[config.mk]
export PLATFORM = sky130hd
export DESIGN_NAME = mdfs_fault_status
export DESIGN_NICKNAME = d
export VERILOG_FILES = /design/src/logic/mdfs_pkg.sv /design/src/logic/mdfs_fault_status.sv
export SDC_FILE = /design/constraint.sdc
export NUM_CORES = 1
export LEC_CHECK = 0
export BUFFER_PORTS_ARGS = -buffer_cell sky130_fd_sc_hd__buf_2
export CORE_ASPECT_RATIO = 0.6
export CORE_MARGIN = 3
export CORE_UTILIZATION = 48
export CTS_BUF_LIST = sky130_fd_sc_hd__clkbuf_2 sky130_fd_sc_hd__clkbuf_4 sky130_fd_sc_hd__clkbuf_8
export DETAILED_ROUTE_END_ITERATION = 10
export PLACE_DENSITY = 0.82
export SYNTH_ARGS = -nofsm -noshare
export SYNTH_HDL_FRONTEND = slang
export SYNTH_SLANG_ARGS = --single-unit
[constraint.sdc]
create_clock -name sys_clk -period 1.8 [get_ports sys_clk]
set_input_delay 0 -clock sys_clk [delete_from_list [all_inputs] [get_ports sys_clk]]
set_output_delay 0 -clock sys_clk [all_outputs]
set_load 0.05 [all_outputs]
[src/logic/mdfs_pkg.sv]
// Purpose: Constants for the motor driver fault status register bank.
// Assumes: Registers are 32 bits wide and addressed by an 8-bit register offset.
// Notes:   Field positions are bit indices within each register.
package mdfs_pkg;

	localparam int          REG_W                    = 32;
	localparam int          ADDR_W                   = 8;
	localparam logic [7:0]  ADDR_POWER_STAGE_FAULT   = 8'hE0;
	localparam logic [7:0]  ADDR_CONTROL_LOOP_FAULT  = 8'hE2;
	localparam logic [7:0]  ADDR_SYSTEM_STATUS_ONE   = 8'hE4;
	localparam logic [7:0]  ADDR_ALGO_CONTROL        = 8'hE6;
	localparam logic [7:0]  ADDR_SYSTEM_STATUS_TWO   = 8'hEA;
	localparam logic [7:0]  ADDR_SYSTEM_STATUS_THREE = 8'hEC;
	localparam logic [31:0] FAULT_RESET_VALUE        = 32'h00000000;

	// Power-stage fault register fields.
	localparam int PS_DRIVER_FAULT  = 31;
	localparam int PS_REG_FAULT     = 30;
	localparam int PS_OC_ANY        = 28;
	localparam int PS_POR_INV       = 27;
	localparam int PS_OVERVOLT      = 26;
	localparam int PS_THERMAL_ANY   = 25;
	localparam int PS_THERMAL_WARN  = 23;
	localparam int PS_THERMAL_SHUT  = 22;
	localparam int PS_OC_SW_HI      = 21;
	localparam int PS_OC_SW_LO      = 16;
	localparam int PS_MEM_ERR       = 14;
	localparam int PS_REG_OC        = 13;
	localparam int PS_REG_UV        = 12;
	localparam int PS_CP_UV         = 11;

	// Control-loop fault register fields.
	localparam int CL_CTRL_FAULT    = 31;
	localparam int CL_POS_FREQ      = 29;
	localparam int CL_POS_T1        = 28;
	localparam int CL_POS_T2        = 27;
	localparam int CL_ABNORMAL_SPEED_LOCK     = 23;
	localparam int CL_SYNC_LOST     = 22;
	localparam int CL_MOTOR_ABSENT  = 21;
	localparam int CL_LOCK_ANY      = 20;
	localparam int CL_CYCLE_ILIM    = 19;
	localparam int CL_LOCK_ILIM     = 18;
	localparam int CL_MOTOR_UV      = 17;
	localparam int CL_MOTOR_OV      = 16;
	localparam int CL_WDOG_TIMEOUT  = 15;
	localparam int CL_SELFTEST_EN   = 2;
	localparam int CL_SELFTEST_PASS = 1;
	localparam int CL_APP_RESET_OK  = 0;

	// Clear-all-faults command bit of the algorithm control register.
	localparam int ALGO_CLEAR_FAULTS = 29;

	localparam int NUM_PS_FLAGS = 14;
	localparam int NUM_CL_FLAGS = 12;

endpackage : mdfs_pkg

[src/logic/mdfs_fault_status.sv]
// Purpose: Read-only fault status register bank of a three-phase motor driver.
// Assumes: Fault conditions arrive as asynchronous levels and are synchronised here.
// Notes:   The serial port engine presents a register offset with read and write strobes.
//
// Summary of operation
// - Power-stage top bit ORs all power faults.
// - Regulator fault flag reports any regulator fault.
// - Aggregate overcurrent flag for output stage.
// - Supply POR flag reads zero when detected.
// - Supply overvoltage flag reads one when detected.
// - Thermal flag ORs warning and shutdown.
// - Separate thermal warning and shutdown flags.
// - Six per-switch overcurrent flags, phase C first.
// - Programmable memory error flag.
// - Regulator overcurrent, undervoltage, charge pump flags.
// - Controller top bit ORs all controller faults.
// - Three position detection fault flags.
// - Abnormal speed and sync lost lock flags.
// - Motor absent flag; lock flag ORs abnormal speed, sync lost, motor absent and cycle current limit.
// - Cycle and lock current limit flags.
// - Motor undervoltage and overvoltage flags.
// - Host watchdog timeout flag.
// - Self-test enable mirrored read-only.
// - Self-test result, one means pass.
// - Application reset result in bit zero.
// - Read-only registers, zero reset, reserved zero.
// - Clear-faults write clears all fault flags whose condition has gone.

`timescale 1ns/1ns

module mdfs_fault_status
	import mdfs_pkg::*;
(
	input  wire logic              sys_clk,
	input  wire logic              rst_n,
	// Register port from the serial engine.
	input  wire logic [ADDR_W-1:0] regAddr,
	input  wire logic              regRead,
	input  wire logic              regWrite,
	input  wire logic [REG_W-1:0]  regWdata,
	output logic      [REG_W-1:0]  regRdata,
	output logic                   regRvalid,
	// Power-stage fault conditions.
	input  wire logic              supplyPorDetect,
	input  wire logic              supplyOvervoltage,
	input  wire logic              thermalWarning,
	input  wire logic              thermalShutdown,
	input  wire logic [5:0]        overcurrentSwitch,
	input  wire logic              otpMemoryError,
	input  wire logic              regulatorOvercurrent,
	input  wire logic              regulatorUndervoltage,
	input  wire logic              chargePumpUndervoltage,
	// Controller fault conditions.
	input  wire logic              positionDetectFreqFault,
	input  wire logic              positionDetectTiming1Fault,
	input  wire logic              positionDetectTiming2Fault,
	input  wire logic              abnormalSpeedLock,
	input  wire logic              syncLostLock,
	input  wire logic              motorAbsentFault,
	input  wire logic              cycleCurrentLimitFault,
	input  wire logic              lockCurrentLimitFault,
	input  wire logic              motorUndervoltageFault,
	input  wire logic              motorOvervoltageFault,
	input  wire logic              hostWatchdogTimeout,
	// Self-test and reset status levels.
	input  wire logic              selftestEnabledCfg,
	input  wire logic              selftestPass,
	input  wire logic              appResetOk,
	// Extra status registers supplied by other blocks.
	input  wire logic [REG_W-1:0]  systemStatusOne,
	input  wire logic [REG_W-1:0]  systemStatusTwo,
	input  wire logic [REG_W-1:0]  systemStatusThree,
	output logic                   clearAllFaultsPulse
);

	localparam int NUM_IN = NUM_PS_FLAGS + NUM_CL_FLAGS + 3;

	//--------------------------------------------------------------------
	// Condition slots
	//--------------------------------------------------------------------
	// Power-stage conditions fill the low slots, slot 14 is a spare that
	// always reads 0, and the three live mirrors sit above the fault slots.
	localparam int FL_CP_UV        = 0;
	localparam int FL_REG_UV       = 1;
	localparam int FL_REG_OC       = 2;
	localparam int FL_MEM_ERR      = 3;
	localparam int FL_SW_LO        = 4;
	localparam int FL_SW_HI        = 9;
	localparam int FL_THERM_SHUT   = 10;
	localparam int FL_THERM_WARN   = 11;
	localparam int FL_OVERVOLT     = 12;
	localparam int FL_POR          = 13;
	localparam int FL_SPARE        = 14;
	localparam int FL_WDOG         = 15;
	localparam int FL_MOTOR_OV     = 16;
	localparam int FL_MOTOR_UV     = 17;
	localparam int FL_LOCK_ILIM    = 18;
	localparam int FL_CYCLE_ILIM   = 19;
	localparam int FL_MOTOR_ABSENT = 20;
	localparam int FL_SYNC_LOST    = 21;
	localparam int FL_ABNORMAL_SPEED_LOCK    = 22;
	localparam int FL_POS_T2       = 23;
	localparam int FL_POS_T1       = 24;
	localparam int FL_POS_FREQ     = 25;
	localparam int FL_APP_OK       = 26;
	localparam int FL_ST_PASS      = 27;
	localparam int FL_ST_EN        = 28;

	//--------------------------------------------------------------------
	// Input synchronisers
	//--------------------------------------------------------------------
	logic [NUM_IN-1:0] rawIn;
	logic [NUM_IN-1:0] syncA_q;
	logic [NUM_IN-1:0] syncA_d;
	logic [NUM_IN-1:0] syncB_q;
	logic [NUM_IN-1:0] syncB_d;

	// Every slot is filled from its pin; the spare slot stays low.
	always_comb begin
		rawIn                    = '0;
		rawIn[FL_CP_UV]          = chargePumpUndervoltage;
		rawIn[FL_REG_UV]         = regulatorUndervoltage;
		rawIn[FL_REG_OC]         = regulatorOvercurrent;
		rawIn[FL_MEM_ERR]        = otpMemoryError;
		rawIn[FL_SW_HI:FL_SW_LO] = overcurrentSwitch;
		rawIn[FL_THERM_SHUT]     = thermalShutdown;
		rawIn[FL_THERM_WARN]     = thermalWarning;
		rawIn[FL_OVERVOLT]       = supplyOvervoltage;
		rawIn[FL_POR]            = supplyPorDetect;
		rawIn[FL_WDOG]           = hostWatchdogTimeout;
		rawIn[FL_MOTOR_OV]       = motorOvervoltageFault;
		rawIn[FL_MOTOR_UV]       = motorUndervoltageFault;
		rawIn[FL_LOCK_ILIM]      = lockCurrentLimitFault;
		rawIn[FL_CYCLE_ILIM]     = cycleCurrentLimitFault;
		rawIn[FL_MOTOR_ABSENT]   = motorAbsentFault;
		rawIn[FL_SYNC_LOST]      = syncLostLock;
		rawIn[FL_ABNORMAL_SPEED_LOCK]      = abnormalSpeedLock;
		rawIn[FL_POS_T2]         = positionDetectTiming2Fault;
		rawIn[FL_POS_T1]         = positionDetectTiming1Fault;
		rawIn[FL_POS_FREQ]       = positionDetectFreqFault;
		rawIn[FL_APP_OK]         = appResetOk;
		rawIn[FL_ST_PASS]        = selftestPass;
		rawIn[FL_ST_EN]          = selftestEnabledCfg;
	end

	always_comb begin
		syncA_d = rawIn;
		syncB_d = syncA_q;
	end

	always_ff @(posedge sys_clk) begin
		if (!rst_n) begin
			syncA_q <= '0;
			syncB_q <= '0;
		end else begin
			syncA_q <= syncA_d;
			syncB_q <= syncB_d;
		end
	end

	//--------------------------------------------------------------------
	// Sticky fault flags
	//--------------------------------------------------------------------
	localparam int NUM_FLAGS = NUM_PS_FLAGS + NUM_CL_FLAGS;
	// Reset is itself a power-on event, so the supply reset flag starts set.
	localparam logic [NUM_FLAGS-1:0] FLAGS_AT_RESET = NUM_FLAGS'(1) << FL_POR;

	logic [NUM_FLAGS-1:0] cond;
	logic [NUM_FLAGS-1:0] flags_q;
	logic [NUM_FLAGS-1:0] flags_d;
	logic                 clearCmd;
	logic                 selftestEn;
	logic                 selftestOk;
	logic                 appOk;

	assign cond       = syncB_q[NUM_FLAGS-1:0];
	assign selftestEn = syncB_q[FL_ST_EN];
	assign selftestOk = syncB_q[FL_ST_PASS];
	assign appOk      = syncB_q[FL_APP_OK];

	assign clearCmd = regWrite && (regAddr == ADDR_ALGO_CONTROL)
	                  && regWdata[ALGO_CLEAR_FAULTS];

	always_comb begin
		flags_d = flags_q;
		if (clearCmd) begin
			flags_d = '0;
		end else begin
			flags_d = flags_q;
		end
		// A condition still present in the clear cycle re-sets its flag.
		flags_d = flags_d | cond;
	end

	always_ff @(posedge sys_clk) begin
		if (!rst_n) begin
			flags_q <= FLAGS_AT_RESET;
		end else begin
			flags_q <= flags_d;
		end
	end

	//--------------------------------------------------------------------
	// Register images
	//--------------------------------------------------------------------
	logic [REG_W-1:0] psImage;
	logic [REG_W-1:0] clImage;
	logic             psAny;
	logic             clAny;
	logic             lockAny;
	logic             regAny;
	logic             thermAny;
	logic             ocAny;

	always_comb begin
		ocAny    = |flags_q[FL_SW_HI:FL_SW_LO];
		thermAny = flags_q[FL_THERM_SHUT] | flags_q[FL_THERM_WARN];
		regAny   = flags_q[FL_REG_UV] | flags_q[FL_REG_OC];
		// Supply reset is a status, not a fault, so the summary leaves it out.
		psAny    = |flags_q[FL_OVERVOLT:FL_CP_UV];
		lockAny  = flags_q[FL_ABNORMAL_SPEED_LOCK] | flags_q[FL_SYNC_LOST]
		           | flags_q[FL_MOTOR_ABSENT] | flags_q[FL_CYCLE_ILIM];
		clAny    = |flags_q[FL_POS_FREQ:FL_WDOG];

		psImage                               = FAULT_RESET_VALUE;
		psImage[PS_DRIVER_FAULT]              = psAny;
		psImage[PS_REG_FAULT]                 = regAny;
		psImage[PS_OC_ANY]                    = ocAny;
		psImage[PS_POR_INV]                   = ~flags_q[FL_POR];
		psImage[PS_OVERVOLT]                  = flags_q[FL_OVERVOLT];
		psImage[PS_THERMAL_ANY]               = thermAny;
		psImage[PS_THERMAL_WARN]              = flags_q[FL_THERM_WARN];
		psImage[PS_THERMAL_SHUT]              = flags_q[FL_THERM_SHUT];
		psImage[PS_OC_SW_HI:PS_OC_SW_LO]      = flags_q[FL_SW_HI:FL_SW_LO];
		psImage[PS_MEM_ERR]                   = flags_q[FL_MEM_ERR];
		psImage[PS_REG_OC]                    = flags_q[FL_REG_OC];
		psImage[PS_REG_UV]                    = flags_q[FL_REG_UV];
		psImage[PS_CP_UV]                     = flags_q[FL_CP_UV];

		clImage                               = FAULT_RESET_VALUE;
		clImage[CL_CTRL_FAULT]                = clAny;
		clImage[CL_POS_FREQ]                  = flags_q[FL_POS_FREQ];
		clImage[CL_POS_T1]                    = flags_q[FL_POS_T1];
		clImage[CL_POS_T2]                    = flags_q[FL_POS_T2];
		clImage[CL_ABNORMAL_SPEED_LOCK]                 = flags_q[FL_ABNORMAL_SPEED_LOCK];
		clImage[CL_SYNC_LOST]                 = flags_q[FL_SYNC_LOST];
		clImage[CL_MOTOR_ABSENT]              = flags_q[FL_MOTOR_ABSENT];
		clImage[CL_LOCK_ANY]                  = lockAny;
		clImage[CL_CYCLE_ILIM]                = flags_q[FL_CYCLE_ILIM];
		clImage[CL_LOCK_ILIM]                 = flags_q[FL_LOCK_ILIM];
		clImage[CL_MOTOR_UV]                  = flags_q[FL_MOTOR_UV];
		clImage[CL_MOTOR_OV]                  = flags_q[FL_MOTOR_OV];
		clImage[CL_WDOG_TIMEOUT]              = flags_q[FL_WDOG];
		clImage[CL_SELFTEST_EN]               = selftestEn;
		clImage[CL_SELFTEST_PASS]             = selftestOk;
		clImage[CL_APP_RESET_OK]              = appOk;
	end

	//--------------------------------------------------------------------
	// Read port
	//--------------------------------------------------------------------
	logic [REG_W-1:0] rdata_q;
	logic [REG_W-1:0] rdata_d;
	logic             rvalid_q;
	logic             rvalid_d;
	logic             clrPulse_q;
	logic             clrPulse_d;

	always_comb begin
		rvalid_d   = regRead;
		clrPulse_d = clearCmd;
		rdata_d    = rdata_q;
		if (regRead) begin
			case (regAddr)
				ADDR_POWER_STAGE_FAULT:   rdata_d = psImage;
				ADDR_CONTROL_LOOP_FAULT:  rdata_d = clImage;
				ADDR_SYSTEM_STATUS_ONE:   rdata_d = systemStatusOne;
				ADDR_SYSTEM_STATUS_TWO:   rdata_d = systemStatusTwo;
				ADDR_SYSTEM_STATUS_THREE: rdata_d = systemStatusThree;
				default:                  rdata_d = FAULT_RESET_VALUE;
			endcase
		end
	end

	// Writes to the fault registers have no effect; they are read-only.
	always_ff @(posedge sys_clk) begin
		if (!rst_n) begin
			rdata_q    <= FAULT_RESET_VALUE;
			rvalid_q   <= 1'b0;
			clrPulse_q <= 1'b0;
		end else begin
			rdata_q    <= rdata_d;
			rvalid_q   <= rvalid_d;
			clrPulse_q <= clrPulse_d;
		end
	end

	assign regRdata            = rdata_q;
	assign regRvalid           = rvalid_q;
	assign clearAllFaultsPulse = clrPulse_q;

endmodule : mdfs_fault_status

---- Word-level counts from Yosys, hierarchy flattened ----
Index checks and enable logic that the tools add are counted.
word-level totals
  output and inout port bits .............. 34
  word-level logic and storage cells ...... 27
  input port bits ......................... 168
  register bits after elaboration ......... 118
cells by class
  eq/ne operators ......................... 6
  bitwise gates (word level) .............. 7
  multiplexer cells ....................... 2
  reduce and logical (&&, ||, !) cells .... 5
operator list
  kind                                  number
  32-bit case mux with 5 select lines   1
  8-bit == test, second input constant  6
  26-bit 2-to-1 mux                     1
  26-bit OR                             1
  13-bit OR reduction                   1
  11-bit OR reduction                   1
  6-bit OR reduction                    1
  1-bit OR                              5
  1-bit logical AND                     2
  1-bit NOT                             1

---- Longest topological paths before layout ----
  depth in word-level cells ............... 5
  mapped depth ............................ 9
  mapped depth without buffers ............ 5

---- Least setup slack after synthesis ----
OpenSTA, ideal clock, no wires.
  path kind ............................... input -> register
  start ................................... input port regAddr[0]
  end ..................................... register flags_q[17]
  arrival ................................. 1.158 ns
  data required time ...................... 1.672 ns
  setup slack ............................. 0.515 ns
  stages .................................. 7
  buffers on the path ..................... 2
  cell sequence ........................... nor2_2 nand4_1 or4_1 buf_2 buf_6 a21oi_1 nor2_1
between the ends
  cells in the longest elaborated chain, start to end .. 5
ends and longest elaborated chain
  what                  line                      text
  start, declared       mdfs_fault_status.sv:37   input wire logic [ADDR_W-1:0] regAddr,
  8-bit == test         mdfs_fault_status.sv:181  assign clearCmd = regWrite && (regAddr == ADDR_ALGO_CONTROL)
  1-bit logical AND     mdfs_fault_status.sv:181
  1-bit logical AND     mdfs_fault_status.sv:182  && regWdata[ALGO_CLEAR_FAULTS];
  26-bit 2-to-1 mux     mdfs_fault_status.sv:186  if (clearCmd) begin
  26-bit OR             mdfs_fault_status.sv:192  flags_d = flags_d | cond;
  end signal, assigned  mdfs_fault_status.sv:199  flags_q <= flags_d;
  end, declared         mdfs_fault_status.sv:169  logic [NUM_FLAGS-1:0] flags_q;
Every way passes these cells.
A chain may end at the register's enable or synchronous reset.

---- Final worst setup path ----
  start ................................... input port regAddr[2]
  end ..................................... register rdata_q[24] (netlist: regRdata[24])
between the ends
  cells in the longest elaborated chain, start to end .. 2
ends and longest elaborated chain
  what                                   line                      text
  8-bit == test                          mdfs_fault_status.sv:274  case (regAddr)
  32-bit case mux with 5 select lines *  mdfs_fault_status.sv:274
  end signal, assigned                   mdfs_fault_status.sv:292  rdata_q <= rdata_d;
  end, declared                          mdfs_fault_status.sv:262  logic [REG_W-1:0] rdata_q;
Every way passes the cells marked *; elsewhere a longest branch is shown, timed or not.

==> qor.yml <==
yosysUniqueCellTypes: 38
post_drt_wl_per_cell_um: 16.8
cts_setup_buffers: 0
ir_drop_mv: 0.860
clk_pin_slew_ns: 0.07
yosysSeqAreaShare_pct: 51.9
setup_viol: 0
worstMarginPinSlew_ns: 0.592
fin_crit_sh_pct: 93.6
viasPerCell: 5.31
ant_nets: 0
skew_ns: 0.0102
setup-tns-final_ns: 0
clk_latency_ns: 0.42
ys_top_cells_by_count: "dfxtp_1 (115), and2_1 (56), nor2_1 (48)"
antenna_found_initial: 4
synthCells: 470
ios: 202
grt_overflow: 0
grt_pass1_vias: 4139
hold_depth: 5
maxSlewViolCount: 0
cts_resized: 0
syn-num-nets: 638
drcViolationCount: 0
grt_usage_pct: 26.2
hold_start: "systemStatusThree[27]"
numCtsBuffers: 17
cts-htree-levels: 4
ys_ff_latch: 115
postCtsHoldBufs: 64
hpwl_um: 9710
max_slew_margin_pct: 60.5
yosys.area.top_type_share_pct: 51.9
critPathArrivalTime_ns: 2.00
grt_max_degree: 65
finalNetCount: 874
cap_violations: 0
max_freq_ghz: 0.593
r2r_start: "syncB_q[26]"
p_leak_nw: 3.01
drt-total-wl_um: 13900
synth_area_leader_cell: "dfxtp_1"
avgSynthCellArea_um2: 9.45
die_w_um: 130
fillCellCount: 614
root_buffer: "clkbuf_8"
status: "complete, no violations"
crit_path_end_kind: "register"
io_buffers: 170
synth_area_um2: 4440
rsz0062_at_grt: "no"
synth.most_common_cell: "dfxtp_1"
ys_top_cells_by_area: "dfxtp_1 (52%), mux2i_1 (8.1%), and2_1 (7.9%)"
drt_iter0_drc: 231
synthFlopType: "dfxtp_1"
gp_congestion: 0.908
core_area_um2: 8750
worstPathRequired_ns: 2.11
vias: 4416
finalPower_mw: 5.74
min_period_ns: 1.68
grt_pass1_wl_um: 20700
hp-class: "input pin to register"
initial_utilization_pct: 50.7
cts_tree: "done"
r2r_slack_ns: 0.39
hold_viol: 0
crit_path_max_fanout: 15
yosys_warnings: 0
start_kind: "input pin"
r2r-end: "regRdata[0]"
clk_path_buf_depth: 2
first_pass_iters: 5
synth_edf_count: 0
synthToLayoutAreaGrowth_pct: 45.1
power_density_nw_per_um2: 891
reg2reg_depth: 4
die_area_um2: 10500
critical_path_class: "input pin to register"
clock-sinks: 115
num_rows: 26
ys_async_sr_fraction_pct: 0
drive_above_1_share_pct: 31.5
dieHeight_um: 80.5
whs_endpoint: "regRdata[27]"
[registers in the layout, indices dropped and copies added, names as in the netlist]
signal	count
clearAllFaultsPulse	1
flags_q	25
regRdata	32
regRvalid	1
syncA_q	28
syncB_q	28
[layout by cell type, fill, tap and decap left out, types with 8 or more instances in the layout]
master,Yosys,layout
nor2_1,48,48
buf_2,13,170
mux2i_1,36,36
and2_1,56,56
dfxtp_1,115,115
clkbuf_8,0,21
a22o_1,24,24
a31oi_1,10,10
a21oi_1,35,35
dlygate4sd3_1,0,64
buf_4,1,20
o21ai_0,24,24
o22ai_1,8,8
nand2_1,26,26
[power breakdown]
part           internal, mW  switching (mW)
clock                  1.36           0.996
combinational         0.368           0.337
sequential             2.64          0.0450
total                  4.37            1.38
[area by class of cell]
type	count	area [µm²]	share of cell area (%)
antenna	1	2.50	0.0388
inverter	3	11.3	0.175
timing repair buffer	254	1640	25.5
tap	112	140	2.18
clock buffer	21	289	4.49
sequential	115	2300	35.7
multi-input combinational	315	1950	30.3
clock inverter	10	106	1.65
[critical path, stage by stage]
cell	delay [ns]
buf_2	0.25
buf_4	0.19
nor2b_1	0.06
buf_4	0.15
and2_0	0.15
buf_4	0.19
nand2_1	0.09
o21ai_0	0.08
dlygate4sd3_1	0.62
a22o_1	0.20
[worst max-delay path by stage]
stage                           from  slack (ns)  cells after the start            to
after floorplan           regAddr[0]        0.51                      7   flags_q[17]
after detailed placement  regAddr[0]        0.20                      6   flags_q[13]
after CTS                 regAddr[2]        0.24                     10  regRdata[10]
after global routing      regAddr[2]        0.06                     10  regRdata[24]
final                     regAddr[2]        0.12                     10  regRdata[24]
after global placement    regAddr[0]        0.26                      6   flags_q[13]
[layer usage]
layer  up-vias  track usage, %  routed length [µm]  part of all wire (%)
met5         -               0                  21                  0.15
met4         4            9.96                 334                   2.4
met3        40            9.63                1470                    11
met2       232            41.9                6440                    46
met1      2023            32.4                5670                    41
li1       2117               -                   -                     -
[logic make-up after synthesis]
kind of cell / share of synthesized area [%]
flip-flops: 51.9
AO/OA/AOI/OAI: 18.0
AND/OR/NAND/NOR: 17.6
multiplexers: 8.12
buffers and inverters: 4.34
[per-stage QoR]
step	instance area [µm²]	setup WS, ns	std cells	hold WS (ns)	util, %
final	6440	0.115	831	0.0237	73.6
after global routing	6440	0.0575	831	0.0402	73.6
after CTS	6440	0.242	830	0.00386	73.6
after detailed placement	5400	0.202	735	0.210	61.8
after global placement	5400	0.260	735	0.207	61.8
after floorplan	4440	0.515	470	0.127	-
Note: power is estimated with default switching activity, not from simulation.
